$ cat src/sod_pkg.sv
/*
 object dictionary constants, field layouts and carrier structs for the
 encoder slave. assumes nothing of its surroundings.
*/
package sod_pkg;
   // object indices
   localparam logic [15:0] SOD_IDX_SWVER = 16'h100A;
   localparam logic [15:0] SOD_IDX_IDENT = 16'h1018;
   localparam logic [15:0] SOD_IDX_BACKUP = 16'h10F0;
   localparam logic [15:0] SOD_IDX_INMAP = 16'h1A00;
   localparam logic [15:0] SOD_IDX_SMTYPE = 16'h1C00;
   localparam logic [15:0] SOD_IDX_OUTASG = 16'h1C12;
   localparam logic [15:0] SOD_IDX_INPUTS = 16'h6000;
   // entry counts and output assignment reset entry
   localparam logic [7:0] SOD_IDENT_CNT = 8'h04;
   localparam logic [7:0] SOD_BACKUP_CNT = 8'h01;
   localparam logic [7:0] SOD_INMAP_CNT = 8'h08;
   localparam logic [7:0] SOD_SMTYPE_CNT = 8'h04;
   localparam logic [7:0] SOD_OUTASG_CNT_RST = 8'h01;
   localparam logic [15:0] SOD_OUTASG_RST = 16'h1601;
   // input image field widths and layout
   localparam int SOD_PAD_BITS = 10;
   localparam int SOD_POS_BITS = 32;
   localparam int SOD_IMG_BITS = 3 + SOD_PAD_BITS + 3 + SOD_POS_BITS;
   localparam logic [7:0] SOD_SUB_DATA_FLT = 8'h01;
   localparam logic [7:0] SOD_SUB_FRAME_FLT = 8'h02;
   localparam logic [7:0] SOD_SUB_PWR_FAIL = 8'h03;
   localparam logic [7:0] SOD_SUB_SYNC_FLT = 8'h0E;
   localparam logic [7:0] SOD_SUB_VALID = 8'h0F;
   localparam logic [7:0] SOD_SUB_TOGGLE = 8'h10;
   localparam logic [7:0] SOD_SUB_POS = 8'h11;
   // serial word fields
   localparam int SOD_SER_YEAR_LSB = 0;
   localparam int SOD_SER_WEEK_LSB = 8;
   // answer status: ok and abort codes
   localparam logic [1:0] SOD_ST_OK = 2'h0;
   localparam logic [1:0] SOD_ST_RDONLY = 2'h1;
   localparam logic [1:0] SOD_ST_NOOBJ = 2'h2;

   typedef struct packed {
      logic data_fault;
      logic frame_fault;
      logic power_fail;
      logic cycle_sync_fault;
      logic position_invalid;
      logic [31:0] position;
   } sod_status_type;

   typedef struct packed {
      logic [15:0] index;
      logic [7:0] sub;
      logic wr;
      logic [31:0] wdata;
   } sod_req_type;

   typedef struct packed {
      logic [1:0] status;
      logic [31:0] rdata;
   } sod_rsp_type;
endpackage

$ cat src/sod_dict.sv
/*
 object dictionary of the encoder slave: answers mailbox reads and writes
 by index and subindex, and holds the input image builder.
 assumes the mailbox logic presents one request at a time with a strobe.
*/
// How it works
// - The input image opens with data fault, frame fault and power fail bits.
// - Ten zero padding bits follow the three leading status bits.
// - Then come cycle sync fault, position invalid and update toggle bits.
// - The image ends with the 32-bit position, giving eight mapping entries.
// - The serial word holds year in bits 0-7, week in bits 8-15, zero above.
// - The revision word has variant low and description revision high.
// - Four channel types 1 to 4 are reported in channel order.
// - A read-only 32-bit backup checksum is offered.
// - Identity reports four read-only entries: maker, part, revision, serial.
// - The output assignment holds one writable 16-bit entry reset to 0x1601.
// - The firmware version string is readable and never writable.
// - The update toggle inverts on every image refresh.
`timescale 1ns/10ps
`default_nettype none
module sod_dict #(
   parameter logic [31:0] MAKER_CODE = 32'h0000_00A5, // arbitrary value
   parameter logic [31:0] PART_CODE = 32'h0000_5A5A, // arbitrary value
   parameter int SWVER_CHARS = 4
) (
   // clock and reset
   input wire logic mclk_i,
   input wire logic rstn_i,
   input wire logic ce_i,
   // identity straps
   input wire logic [15:0] variant_i,
   input wire logic [15:0] desc_rev_i,
   input wire logic [7:0] prod_year_i,
   input wire logic [7:0] prod_week_i,
   input wire logic [31:0] checksum_i,
   input wire logic [8*SWVER_CHARS-1:0] swver_i,
   // encoder status
   input wire logic upd_i,
   input wire sod_pkg::sod_status_type stat_i,
   // mailbox request and answer
   input wire logic req_i,
   input wire sod_pkg::sod_req_type req_data_i,
   output logic ack_o,
   output sod_pkg::sod_rsp_type rsp_o,
   // cyclic image and output assignment
   output logic [sod_pkg::SOD_IMG_BITS-1:0] image_o,
   output logic [15:0] out_assign_o
);
   import sod_pkg::*;

   // the string word is 32 bits wide, so more than four characters cannot be served
   generate
      if (SWVER_CHARS < 1 || SWVER_CHARS > 4) begin : g_bad_chars
         $error("SWVER_CHARS must be 1 to 4");
      end
   endgenerate

   logic ack_r;
   sod_rsp_type rsp_r;
   logic [7:0] asg_cnt_r;
   logic [15:0] asg_r;
   logic [31:0] rd_nxt;
   logic found;
   logic writable;
   logic [7:0] smtype [4];
   logic toggle;
   logic [31:0] swver_word;

   sod_image u_image (
      .mclk_i(mclk_i),
      .rstn_i(rstn_i),
      .ce_i(ce_i),
      .upd_i(upd_i),
      .stat_i(stat_i),
      .image_o(image_o),
      .toggle_o(toggle)
   );

   // channel types equal the channel number
   genvar g;
   generate
      for (g = 0; g < 4; g++) begin : g_sm
         assign smtype[g] = 8'(g + 1);
      end
   endgenerate

   assign swver_word = 32'(swver_i);

   function automatic logic [31:0] map_entry(input logic [7:0] sub, input logic [7:0] len);
      map_entry = {SOD_IDX_INPUTS, sub, len};
   endfunction

   always_comb begin
      rd_nxt = 32'h0000_0000;
      found = 1'b1;
      writable = 1'b0;
      case (req_data_i.index)
         SOD_IDX_SWVER: begin
            if (req_data_i.sub == 8'h00) begin
               rd_nxt = swver_word;
            end else begin
               found = 1'b0;
            end
         end
         SOD_IDX_IDENT: begin
            case (req_data_i.sub)
               8'h00: rd_nxt = 32'(SOD_IDENT_CNT);
               8'h01: rd_nxt = MAKER_CODE;
               8'h02: rd_nxt = PART_CODE;
               8'h03: rd_nxt = {desc_rev_i, variant_i};
               8'h04: rd_nxt = {16'h0000, prod_week_i, prod_year_i};
               default: found = 1'b0;
            endcase
         end
         SOD_IDX_BACKUP: begin
            case (req_data_i.sub)
               8'h00: rd_nxt = 32'(SOD_BACKUP_CNT);
               8'h01: rd_nxt = checksum_i;
               default: found = 1'b0;
            endcase
         end
         SOD_IDX_INMAP: begin
            case (req_data_i.sub)
               8'h00: rd_nxt = 32'(SOD_INMAP_CNT);
               8'h01: rd_nxt = map_entry(SOD_SUB_DATA_FLT, 8'h01);
               8'h02: rd_nxt = map_entry(SOD_SUB_FRAME_FLT, 8'h01);
               8'h03: rd_nxt = map_entry(SOD_SUB_PWR_FAIL, 8'h01);
               8'h04: rd_nxt = {24'h000000, 8'(SOD_PAD_BITS)};
               8'h05: rd_nxt = map_entry(SOD_SUB_SYNC_FLT, 8'h01);
               8'h06: rd_nxt = map_entry(SOD_SUB_VALID, 8'h01);
               8'h07: rd_nxt = map_entry(SOD_SUB_TOGGLE, 8'h01);
               8'h08: rd_nxt = map_entry(SOD_SUB_POS, 8'(SOD_POS_BITS));
               default: found = 1'b0;
            endcase
         end
         SOD_IDX_SMTYPE: begin
            if (req_data_i.sub == 8'h00) begin
               rd_nxt = 32'(SOD_SMTYPE_CNT);
            end else if (req_data_i.sub <= 8'h04) begin
               rd_nxt = 32'(smtype[2'(req_data_i.sub - 8'h01)]);
            end else begin
               found = 1'b0;
            end
         end
         SOD_IDX_OUTASG: begin
            writable = 1'b1;
            case (req_data_i.sub)
               8'h00: rd_nxt = 32'(asg_cnt_r);
               8'h01: rd_nxt = 32'(asg_r);
               default: begin
                  found = 1'b0;
                  writable = 1'b0;
               end
            endcase
         end
         SOD_IDX_INPUTS: begin
            case (req_data_i.sub)
               SOD_SUB_DATA_FLT: rd_nxt = 32'(image_o[0]);
               SOD_SUB_FRAME_FLT: rd_nxt = 32'(image_o[1]);
               SOD_SUB_PWR_FAIL: rd_nxt = 32'(image_o[2]);
               SOD_SUB_SYNC_FLT: rd_nxt = 32'(image_o[13]);
               SOD_SUB_VALID: rd_nxt = 32'(image_o[14]);
               SOD_SUB_TOGGLE: rd_nxt = 32'(toggle);
               SOD_SUB_POS: rd_nxt = image_o[47:16];
               default: found = 1'b0;
            endcase
         end
         default: found = 1'b0;
      endcase
   end

   // only the output assignment accepts writes
   always_ff @(posedge mclk_i) begin
      if (!rstn_i) begin
         asg_cnt_r <= SOD_OUTASG_CNT_RST;
         asg_r <= SOD_OUTASG_RST;
      end else if (ce_i && req_i && req_data_i.wr && found && writable) begin
         if (req_data_i.sub == 8'h00) begin
            asg_cnt_r <= req_data_i.wdata[7:0];
         end else begin
            asg_r <= req_data_i.wdata[15:0];
         end
      end
   end

   always_ff @(posedge mclk_i) begin
      if (!rstn_i) begin
         ack_r <= 1'b0;
         rsp_r <= '0;
      end else if (ce_i) begin
         ack_r <= req_i;
         if (req_i) begin
            rsp_r.rdata <= rd_nxt;
            if (!found) begin
               rsp_r.status <= SOD_ST_NOOBJ;
            end else if (req_data_i.wr && !writable) begin
               rsp_r.status <= SOD_ST_RDONLY;
            end else begin
               rsp_r.status <= SOD_ST_OK;
            end
         end
      end
   end

   assign ack_o = ack_r;
   assign rsp_o = rsp_r;
   assign out_assign_o = asg_r;

   AST_RO_REFUSED: assert property (@(posedge mclk_i) disable iff (!rstn_i)
      (ce_i && req_i && req_data_i.wr && req_data_i.index != SOD_IDX_OUTASG)
      |=> (rsp_r.status != SOD_ST_OK && $stable(asg_r)))
      else $error("read-only write was not refused");
   AST_ASG_WRITE: assert property (@(posedge mclk_i) disable iff (!rstn_i)
      (ce_i && req_i && req_data_i.wr && req_data_i.index == SOD_IDX_OUTASG
       && req_data_i.sub == 8'h01) |=> (asg_r == $past(req_data_i.wdata[15:0])))
      else $error("output assignment write lost");
   AST_ACK_ONE: assert property (@(posedge mclk_i) disable iff (!rstn_i)
      (ce_i && req_i) |=> ack_r)
      else $error("request not answered next cycle");
   AST_SERIAL: assert property (@(posedge mclk_i) disable iff (!rstn_i)
      (ce_i && req_i && req_data_i.index == SOD_IDX_IDENT && req_data_i.sub == 8'h04)
      |=> (rsp_r.rdata[31:16] == 16'h0000
           && rsp_r.rdata[7:0] == $past(prod_year_i)))
      else $error("serial word layout wrong");
   AST_REVISION: assert property (@(posedge mclk_i) disable iff (!rstn_i)
      (ce_i && req_i && req_data_i.index == SOD_IDX_IDENT && req_data_i.sub == 8'h03)
      |=> (rsp_r.rdata == {$past(desc_rev_i), $past(variant_i)}))
      else $error("revision word layout wrong");
   AST_SMTYPE: assert property (@(posedge mclk_i) disable iff (!rstn_i)
      (ce_i && req_i && req_data_i.index == SOD_IDX_SMTYPE && req_data_i.sub == 8'h03)
      |=> (rsp_r.rdata == 32'h0000_0003))
      else $error("channel type wrong");
   AST_CHECKSUM: assert property (@(posedge mclk_i) disable iff (!rstn_i)
      (ce_i && req_i && req_data_i.index == SOD_IDX_BACKUP && req_data_i.sub == 8'h01)
      |=> (rsp_r.rdata == $past(checksum_i)))
      else $error("checksum read wrong");
   AST_IDENT_CNT: assert property (@(posedge mclk_i) disable iff (!rstn_i)
      (ce_i && req_i && !req_data_i.wr && req_data_i.index == SOD_IDX_IDENT
       && req_data_i.sub == 8'h00) |=> (rsp_r.rdata == 32'h0000_0004))
      else $error("identity count wrong");
   AST_SWVER_RO: assert property (@(posedge mclk_i) disable iff (!rstn_i)
      (ce_i && req_i && req_data_i.wr && req_data_i.index == SOD_IDX_SWVER
       && req_data_i.sub == 8'h00) |=> (rsp_r.status == SOD_ST_RDONLY))
      else $error("firmware string write accepted");
   COV_RO_WRITE: cover property (@(posedge mclk_i) disable iff (!rstn_i)
      ack_r && rsp_r.status == SOD_ST_RDONLY);
   COV_ASG_WRITE: cover property (@(posedge mclk_i) disable iff (!rstn_i)
      ce_i && req_i && req_data_i.wr && req_data_i.index == SOD_IDX_OUTASG);
   COV_NOOBJ: cover property (@(posedge mclk_i) disable iff (!rstn_i)
      ack_r && rsp_r.status == SOD_ST_NOOBJ);
endmodule
`default_nettype wire

$ cat src/sod_image.sv
/*
 builds the cyclic input process image and its update toggle.
 assumes the status arrives synchronous to mclk_i with a one-cycle strobe.
*/
`timescale 1ns/10ps
`default_nettype none
module sod_image (
   // clock and reset
   input wire logic mclk_i,
   input wire logic rstn_i,
   input wire logic ce_i,
   // fresh status
   input wire logic upd_i,
   input wire sod_pkg::sod_status_type stat_i,
   // image out
   output logic [sod_pkg::SOD_IMG_BITS-1:0] image_o,
   output logic toggle_o
);
   import sod_pkg::*;
   logic toggle_r;
   logic [SOD_IMG_BITS-1:0] image_r;

   always_ff @(posedge mclk_i) begin
      if (!rstn_i) begin
         toggle_r <= 1'b0;
      end else if (ce_i && upd_i) begin
         toggle_r <= ~toggle_r;
      end
   end

   // image bit 0 is the first field on the wire
   always_ff @(posedge mclk_i) begin
      if (!rstn_i) begin
         image_r <= '0;
      end else if (ce_i && upd_i) begin
         image_r <= {stat_i.position,
                     ~toggle_r, stat_i.position_invalid, stat_i.cycle_sync_fault,
                     {SOD_PAD_BITS{1'b0}},
                     stat_i.power_fail, stat_i.frame_fault, stat_i.data_fault};
      end
   end

   assign image_o = image_r;
   assign toggle_o = toggle_r;

   AST_TOGGLE_FLIPS: assert property (@(posedge mclk_i) disable iff (!rstn_i)
      (ce_i && upd_i) |=> (toggle_r != $past(toggle_r)))
      else $error("toggle did not invert on update");
   AST_TOGGLE_IN_IMAGE: assert property (@(posedge mclk_i) disable iff (!rstn_i)
      (ce_i && upd_i) |=> (image_r[15] == toggle_r))
      else $error("image toggle bit differs from toggle");
   AST_PAD_ZERO: assert property (@(posedge mclk_i) disable iff (!rstn_i)
      image_r[12:3] == 10'h000)
      else $error("padding bits not zero");
   AST_POS_FIELD: assert property (@(posedge mclk_i) disable iff (!rstn_i)
      (ce_i && upd_i) |=> (image_r[47:16] == $past(stat_i.position)))
      else $error("position field wrong");
   AST_LEAD_BITS: assert property (@(posedge mclk_i) disable iff (!rstn_i)
      (ce_i && upd_i) |=> (image_r[0] == $past(stat_i.data_fault)
                           && image_r[1] == $past(stat_i.frame_fault)
                           && image_r[2] == $past(stat_i.power_fail)))
      else $error("leading status bits wrong");
   COV_UPDATE: cover property (@(posedge mclk_i) disable iff (!rstn_i) ce_i && upd_i);
endmodule
`default_nettype wire

$ cat config.mk
export PLATFORM = sky130hd
export DESIGN_NAME = sod_dict
export DESIGN_NICKNAME = d
export VERILOG_FILES = /design/src/sod_pkg.sv /design/src/sod_dict.sv /design/src/sod_image.sv
export SDC_FILE = /design/constraint.sdc
export NUM_CORES = 1
export LEC_CHECK = 0
export BUFFER_PORTS_ARGS = -buffer_cell sky130_fd_sc_hd__buf_4
export CORE_AREA = 2 2 120 122
export DETAILED_ROUTE_END_ITERATION = 8
export DIE_AREA = 0 0 122 124
export GPL_ROUTABILITY_DRIVEN = 0
export PLACE_DENSITY = 0.74
export SYNTH_ARGS = -nofsm -noshare
export SYNTH_HDL_FRONTEND = slang
export SYNTH_HIERARCHICAL = 1
export SYNTH_SLANG_ARGS = --single-unit
$ cat constraint.sdc
create_clock -name mclk_i -period 5 [get_ports mclk_i]
set_input_delay 0.5 -clock mclk_i [delete_from_list [all_inputs] [get_ports mclk_i]]
set_output_delay 0.5 -clock mclk_i [all_outputs]
set_load 0.03 [all_outputs]
==> results.py, run 1 <==
metrics = {
    "status": {
        "status": "finished clean",
    },
    "clock_tree": {
        "cts_tree": "built",
        "ctsRootBufferMaster": "clkbuf_16",
        "postCtsHoldBufs": 0,
        "cts.clk_slew.worst_paths_ns": 0.07,
        "post_cts_buffers": 0,
        "clock_path_buffers": 2,
        "cts_resized": 0,
        "cts_made_buffers": 9,
        "insertion_delay_ns": 0.35,
        "cts.htree.levels": 3,
        "clock_sinks": 97,
    },
    "layout": {
        "diodes": 0,
        "synthToLayoutAreaGrowth_pct": 45.1,
        "fillers": 1335,
        "drive_above_1_share_pct": 37.2,
        "finalInstanceArea_um2": 7870,
        "nNetsFinal": 1111,
    },
    "place": {
        "dpl_cell_area_um2": 7500,
        "numPortBuffers": 283,
        "post-dp-hpwl_um": 16300,
    },
    "floorplan": {
        "die_area_um2": 15100,
        "io_pins": 310,
        "coreArea_um2": 13700,
        "rows": 43,
        "die_w_um": 122,
        "start_util_pct": 39.5,
        "die_h_um": 124,
    },
    "logic_synthesis": {
        "ys_ff_latch": 97,
        "synthFlopType": "dfxtp_1",
        "synth_area_um2": 5420,
        "synth_edf_count": 0,
        "synth_warnings": 6,
        "synth_area_per_cell_um2": 8.27,
        "yosysSeqAreaShare_pct": 35.8,
        "netlist_instances": 656,
        "ys_types": 62,
        "async_flop_share_pct": 0,
    },
    "timing": {
        "finalSetupTns_ns": 0,
        "slew_violations": 0,
        "max_slew.worst_pin.slew_ns": 1.12,
        "hold_viol_final": 0,
        "min_period_over_period_pct": 66.1,
        "min_period_ns": 3.31,
        "max_freq_mhz": 302,
        "slew_headroom_pct": 25.6,
        "rsz0062_at_grt": "no",
        "holdWs_ns": 0.358,
        "finClkSkew_ns": 0.00759,
        "setup_viol": 0,
    },
    "route": {
        "first_pass_iters": 8,
        "drt_wl_total_um": 22400,
        "ant_nets": 0,
        "drtIter0Drc": 591,
        "via_count": 6360,
        "wl_per_cell_um": 20.7,
        "vias_per_cell": 5.89,
        "route.detailed.drc": 0,
    },
    "critical_path": {
        "worst-setup-path-type": "in2reg",
        "crit_start": "req_data_i[33]",
        "cp.required_ns": 5.21,
        "cp.arrival_ns": 3.52,
        "critPathCaptureType": "flip-flop",
        "crit_path_start_kind": "input pin",
        "path_max_fanout": 12,
        "r2r_start": "u_image/image_o[14]$_SDFFE_PN0P_",
    },
    "pwr": {
        "share_comb_of_total_power_pct": 16.9,
        "p_leak_nw": 3.20,
        "clkPwrFrac_pct": 42.6,
        "seqPwrFrac_pct": 40.5,
        "internal-power_w": 0.00150,
        "ir_worst_vdd_v": 0.000202,
        "p_switching_w": 0.000522,
        "total_power_w": 0.00202,
        "powerDensity_nw_per_um2": 257,
        "switching_share_pct": 25.8,
    },
    "global_route": {
        "overflow": 0,
        "grtUsageTotal_pct": 28.0,
        "grt_pass1_wl_um": 32100,
        "antenna_found_initial": 0,
        "grt_start_max_net_pins": 85,
        "grt_pass1_vias": 5836,
    },
    "worst_hold_path": {
        "min_path_type": "in2reg",
        "hold_start": "req_data_i[12]",
    },
    "job": {
        "cap_violations": 0,
    },
}
==> cell families after synthesis <==
kind of cell    Yosys count  synth area share (%)
xor+xnor                  2                 0.323
buf+inv                  76                  7.31
fa+ha+maj                 5                  1.15
compound gates          220                  29.6
flops                    97                  35.8
simple gates            246                  24.1
mux                       9                  1.66
other cells               1                0.0691
==> cell usage after synthesis, drive strengths merged, types with 5 or more instances <==
library cell / n / area share [%]
o21ai: 72 / 8.0
a22oi: 28 / 3.9
nor3: 5 / 0.46
mux2i: 9 / 1.7
ha: 5 / 1.2
buf: 33 / 4.3
a21oi: 26 / 2.4
and3: 10 / 1.2
or4: 7 / 1.1
a222oi: 9 / 1.7
nor2: 17 / 1.2
a21boi: 13 / 1.8
nor2b: 13 / 1.5
nand2: 99 / 6.9
dfxtp: 97 / 36
nand4: 40 / 4.6
nor4: 10 / 1.3
a22o: 9 / 1.5
nand3: 15 / 1.4
and2: 5 / 0.62
a221oi: 33 / 5.3
clkbuf: 40 / 2.8
==> registers in the layout (all words and copies together), names as in the netlist <==
| register | cells |
|---|---|
| out_assign_o | 16 |
| ack_o | 1 |
| asg_cnt_r | 8 |
| u_image/image_o | 38 |
| rsp_o | 34 |
==> per-layer routing <==
layer	GRT usage [%]	wire length, µm	up-vias	share of wire, %
met5	0	0	-	0
met4	11.7	741	0	3.3
met3	6.82	2200	49	9.8
met2	47.5	10800	387	48
met1	33.8	8680	2954	39
li1	-	-	2970	-
==> metrics by stage <==
step                      util, %  std cells  worst slack (ns)
after CTS                    57.3       1080              1.72
after detailed placement     54.7       1064              1.33
final                        57.3       1080              1.69
after floorplan                 -        665              2.27
after global routing         57.3       1080              1.46
after global placement       54.7       1064              1.36
==> power by group through the flow <==
stage,Combinational (W),Sequential [W],Clock (W)
after floorplan,0.000115,0.000877,0
final,0.000342,0.000818,0.000861
after global routing,0.000365,0.000821,0.000897
after detailed placement,0.000340,0.000835,0
after CTS,0.000341,0.000818,0.000868
after global placement,0.000336,0.000836,0
==> final timing paths <==
check                                                endpoint  slack [ns]  cells past startpoint
worst min-delay path            out_assign_o[12]$_SDFFE_PN1P_        0.36                      3
worst max-delay path                asg_cnt_r[0]$_SDFFE_PN1P_        1.69                      9
worst max register to register          rsp_o[0]$_SDFFE_PN0P_        3.69                      6
worst min register to register          rsp_o[7]$_SDFFE_PN0P_        0.44                      2
==> critical path, stage by stage <==
cell,delay [ns]
buf_4,0.14
inv_1,0.10
ha_1,0.44
nand3_1,0.28
nor3_1,0.66
buf_4,0.26
nor2b_1,0.80
mux2i_1,0.26
nand2_1,0.06
==> layout make-up <==
| type | instances | area [µm²] | share of cell area, % |
|---|---|---|---|
| multi-input combinational | 492 | 3130 | 39.8 |
| timing repair buffer | 292 | 2190 | 27.9 |
| sequential | 97 | 1940 | 24.7 |
| clock buffer | 9 | 225 | 2.86 |
| tap | 180 | 225 | 2.86 |
| clock inverter | 7 | 141 | 1.80 |
| inverter | 3 | 11.3 | 0.143 |
==> placed cells by master (no fill, tap or decap), types with 3 or more instances in the layout <==
master and count:
o21ai_0 25, a22oi_1 28, a21boi_1 6, mux2i_1 9, and4_1 3, o211a_1 4, o2111a_1 3, a22o_1 9
a21boi_0 7, a221oi_1 33, and3_1 10, nor2_1 17, nor4bb_1 4, dfxtp_1 97, ha_1 5, clkbuf_16 9
a32oi_1 4, nand2_1 99, nor3_1 5, o21ai_1 27, or4_1 5, nand4_1 40, nor4_1 8, o2bb2ai_1 4
nand3_1 15, buf_4 292, conb_1 10, a21oi_1 26, bufinv_16 4, o21ai_2 20, nor4b_1 4, inv_1 3
a222oi_1 9, nor2b_1 13, and2_1 3
No activity file was read; power rests on OpenSTA's default activity.
==> inputs of run 2 (changes only) <==
clock period = 3.25 ns   (was 5 ns; I/O delays follow)
==> run 2 against run 1 <==
  * Utilization up 0.17 points
  * Combinational power rose by 55%
  * Worst hold slack lost 0.17 ns
  * Sequential share of layout area shrank 0.074 points
  * Flip-flop and latch count unchanged
  * Final cell count grew 1.1%
  * Via count up 1.6%
  * Clock-buffer cell count rose by 4
  * Clock power increased by 17%
  * Global-route usage increased by 0.59 points
  * Critical path depth down 2
  * Total power increased by 38%
  * Critical path type unchanged
==> results.py, run 2 (synthesis results as in run 1) <==
metrics = {
    "status": {
        "status": "finished clean",
    },
    "timing": {
        "slew_headroom_pct": 51.9,
        "slew_violations": 0,
        "holdWs_ns": 0.191,
        "setup_viol": 0,
        "min_period_ns": 2.44,
        "finClkSkew_ns": 0.00661,
        "max_slew.worst_pin.slew_ns": 0.720,
        "rsz0062_at_grt": "no",
        "finalSetupTns_ns": 0,
        "hold_viol_final": 0,
        "max_freq_mhz": 410,
        "min_period_over_period_pct": 75.0,
    },
    "critical_path": {
        "critPathCaptureType": "flip-flop",
        "cp.required_ns": 3.53,
        "path_max_fanout": 13,
        "cp.arrival_ns": 2.72,
        "worst-setup-path-type": "in2reg",
        "crit_path_start_kind": "input pin",
    },
    "pwr": {
        "powerDensity_nw_per_um2": 355,
        "total_power_w": 0.00280,
        "ir_worst_vdd_v": 0.000282,
        "p_leak_nw": 3.23,
    },
    "layout": {
        "finalInstanceArea_um2": 7890,
        "largest_register_ffs": 38,
        "diodes": 0,
        "final_common_cell": "buf_4",
        "nNetsFinal": 1123,
        "fillers": 1307,
        "drive_above_1_share_pct": 37.8,
        "fin_util_pct": 57.5,
        "mostFrequentLayoutCells": "302 x buf_4, 99 x nand2_1, 97 x dfxtp_1",
        "synthToLayoutAreaGrowth_pct": 45.5,
    },
    "clock_tree": {
        "post_cts_buffers": 0,
        "cts_tree": "built",
        "postCtsHoldBufs": 0,
        "clock_path_buffers": 2,
        "clock_sinks": 97,
        "cts_resized": 0,
        "ctsRootBufferMaster": "clkbuf_16",
        "insertion_delay_ns": 0.34,
        "cts.clk_slew.worst_paths_ns": 0.07,
        "cts.htree.levels": 3,
        "cts_made_buffers": 9,
    },
    "worst_hold_path": {
        "min_path_type": "in2reg",
    },
    "global_route": {
        "overflow": 0,
        "grt_pass1_wl_um": 32900,
        "grtUsageTotal_pct": 28.6,
        "antenna_found_initial": 0,
        "grt_start_max_net_pins": 66,
        "grt_pass1_vias": 6006,
    },
    "route": {
        "wl_per_cell_um": 20.6,
        "first_pass_iters": 9,
        "vias_per_cell": 5.92,
        "via_count": 6463,
        "route.detailed.drc": 0,
        "ant_nets": 0,
        "drt_wl_total_um": 22500,
        "drtIter0Drc": 516,
    },
    "floorplan": {
        "io_pins": 310,
        "die_h_um": 124,
        "start_util_pct": 39.5,
        "coreArea_um2": 13700,
        "rows": 43,
        "die_area_um2": 15100,
        "die_w_um": 122,
    },
    "place": {
        "post-dp-hpwl_um": 16600,
        "numPortBuffers": 283,
        "dpl_cell_area_um2": 7620,
    },
    "job": {
        "cap_violations": 0,
    },
}
run 2: cell types whose count changed in the layout (fill, tap and decap cells not counted):
cell | previous run | this run
bufinv_16 | 4 | 0
buf_4 | 292 | 302
buf_12 | 0 | 2
clkbuf_1 | 0 | 2
clkinv_2 | 1 | 3
inv_6 | 1 | 0
clkbuf_8 | 0 | 2
clkinvlp_4 | 1 | 0
run 2: area by class of cell:
class / instances / area (µm²) / area share [%]
Multi-Input combinational cell: 492 / 3130 / 39.7
Inverter: 3 / 11.3 / 0.143
Sequential cell: 97 / 1940 / 24.6
Timing Repair Buffer: 304 / 2310 / 29.2
Clock inverter: 3 / 15.0 / 0.190
Tap cell: 180 / 225 / 2.85
Clock buffer: 13 / 260 / 3.30
run 2: metrics by stage:
step	setup WS [ns]	std cells
floorplan	0.691	665
global placement	0.502	1076
detailed placement	0.479	1076
CTS	0.839	1092
global route	0.739	1092
finish	0.812	1092
run 2: final timing paths:
kind	cells after the start	end	slack, ns	startpoint
setup / recovery	7	rsp_o[6]$_SDFFE_PN0P_	0.81	req_data_i[38]
hold / removal	3	out_assign_o[10]$_SDFFE_PN1P_	0.19	req_data_i[10]
setup reg to reg	6	rsp_o[0]$_SDFFE_PN0P_	1.98	u_image/image_o[14]$_SDFFE_PN0P_
hold reg to reg	2	rsp_o[7]$_SDFFE_PN0P_	0.45	rsp_o[7]$_SDFFE_PN0P_
run 2: routing by layer:
| metal | wire length, µm | share of wire, % | global-route usage, % |
|---|---|---|---|
| met3 | 2210 | 9.8 | 6.09 |
| met1 | 8670 | 39 | 34.6 |
| met5 | 0 | 0 | 0 |
| met2 | 10900 | 48 | 49.2 |
| met4 | 708 | 3.1 | 11.8 |
run 2: critical path, cell delays in order:
cell and delay, ns:
buf_4 0.11, or4_1 0.63, or4_4 0.60, or4_4 0.56, a2bb2oi_1 0.19, and3_1 0.18
o21ai_1 0.11
run 2: power breakdown:
group	switching [W]	internal (W)
sequential	0.0000336	0.00123
clock	0.000451	0.000558
combinational	0.000279	0.000250
total	0.000763	0.00204
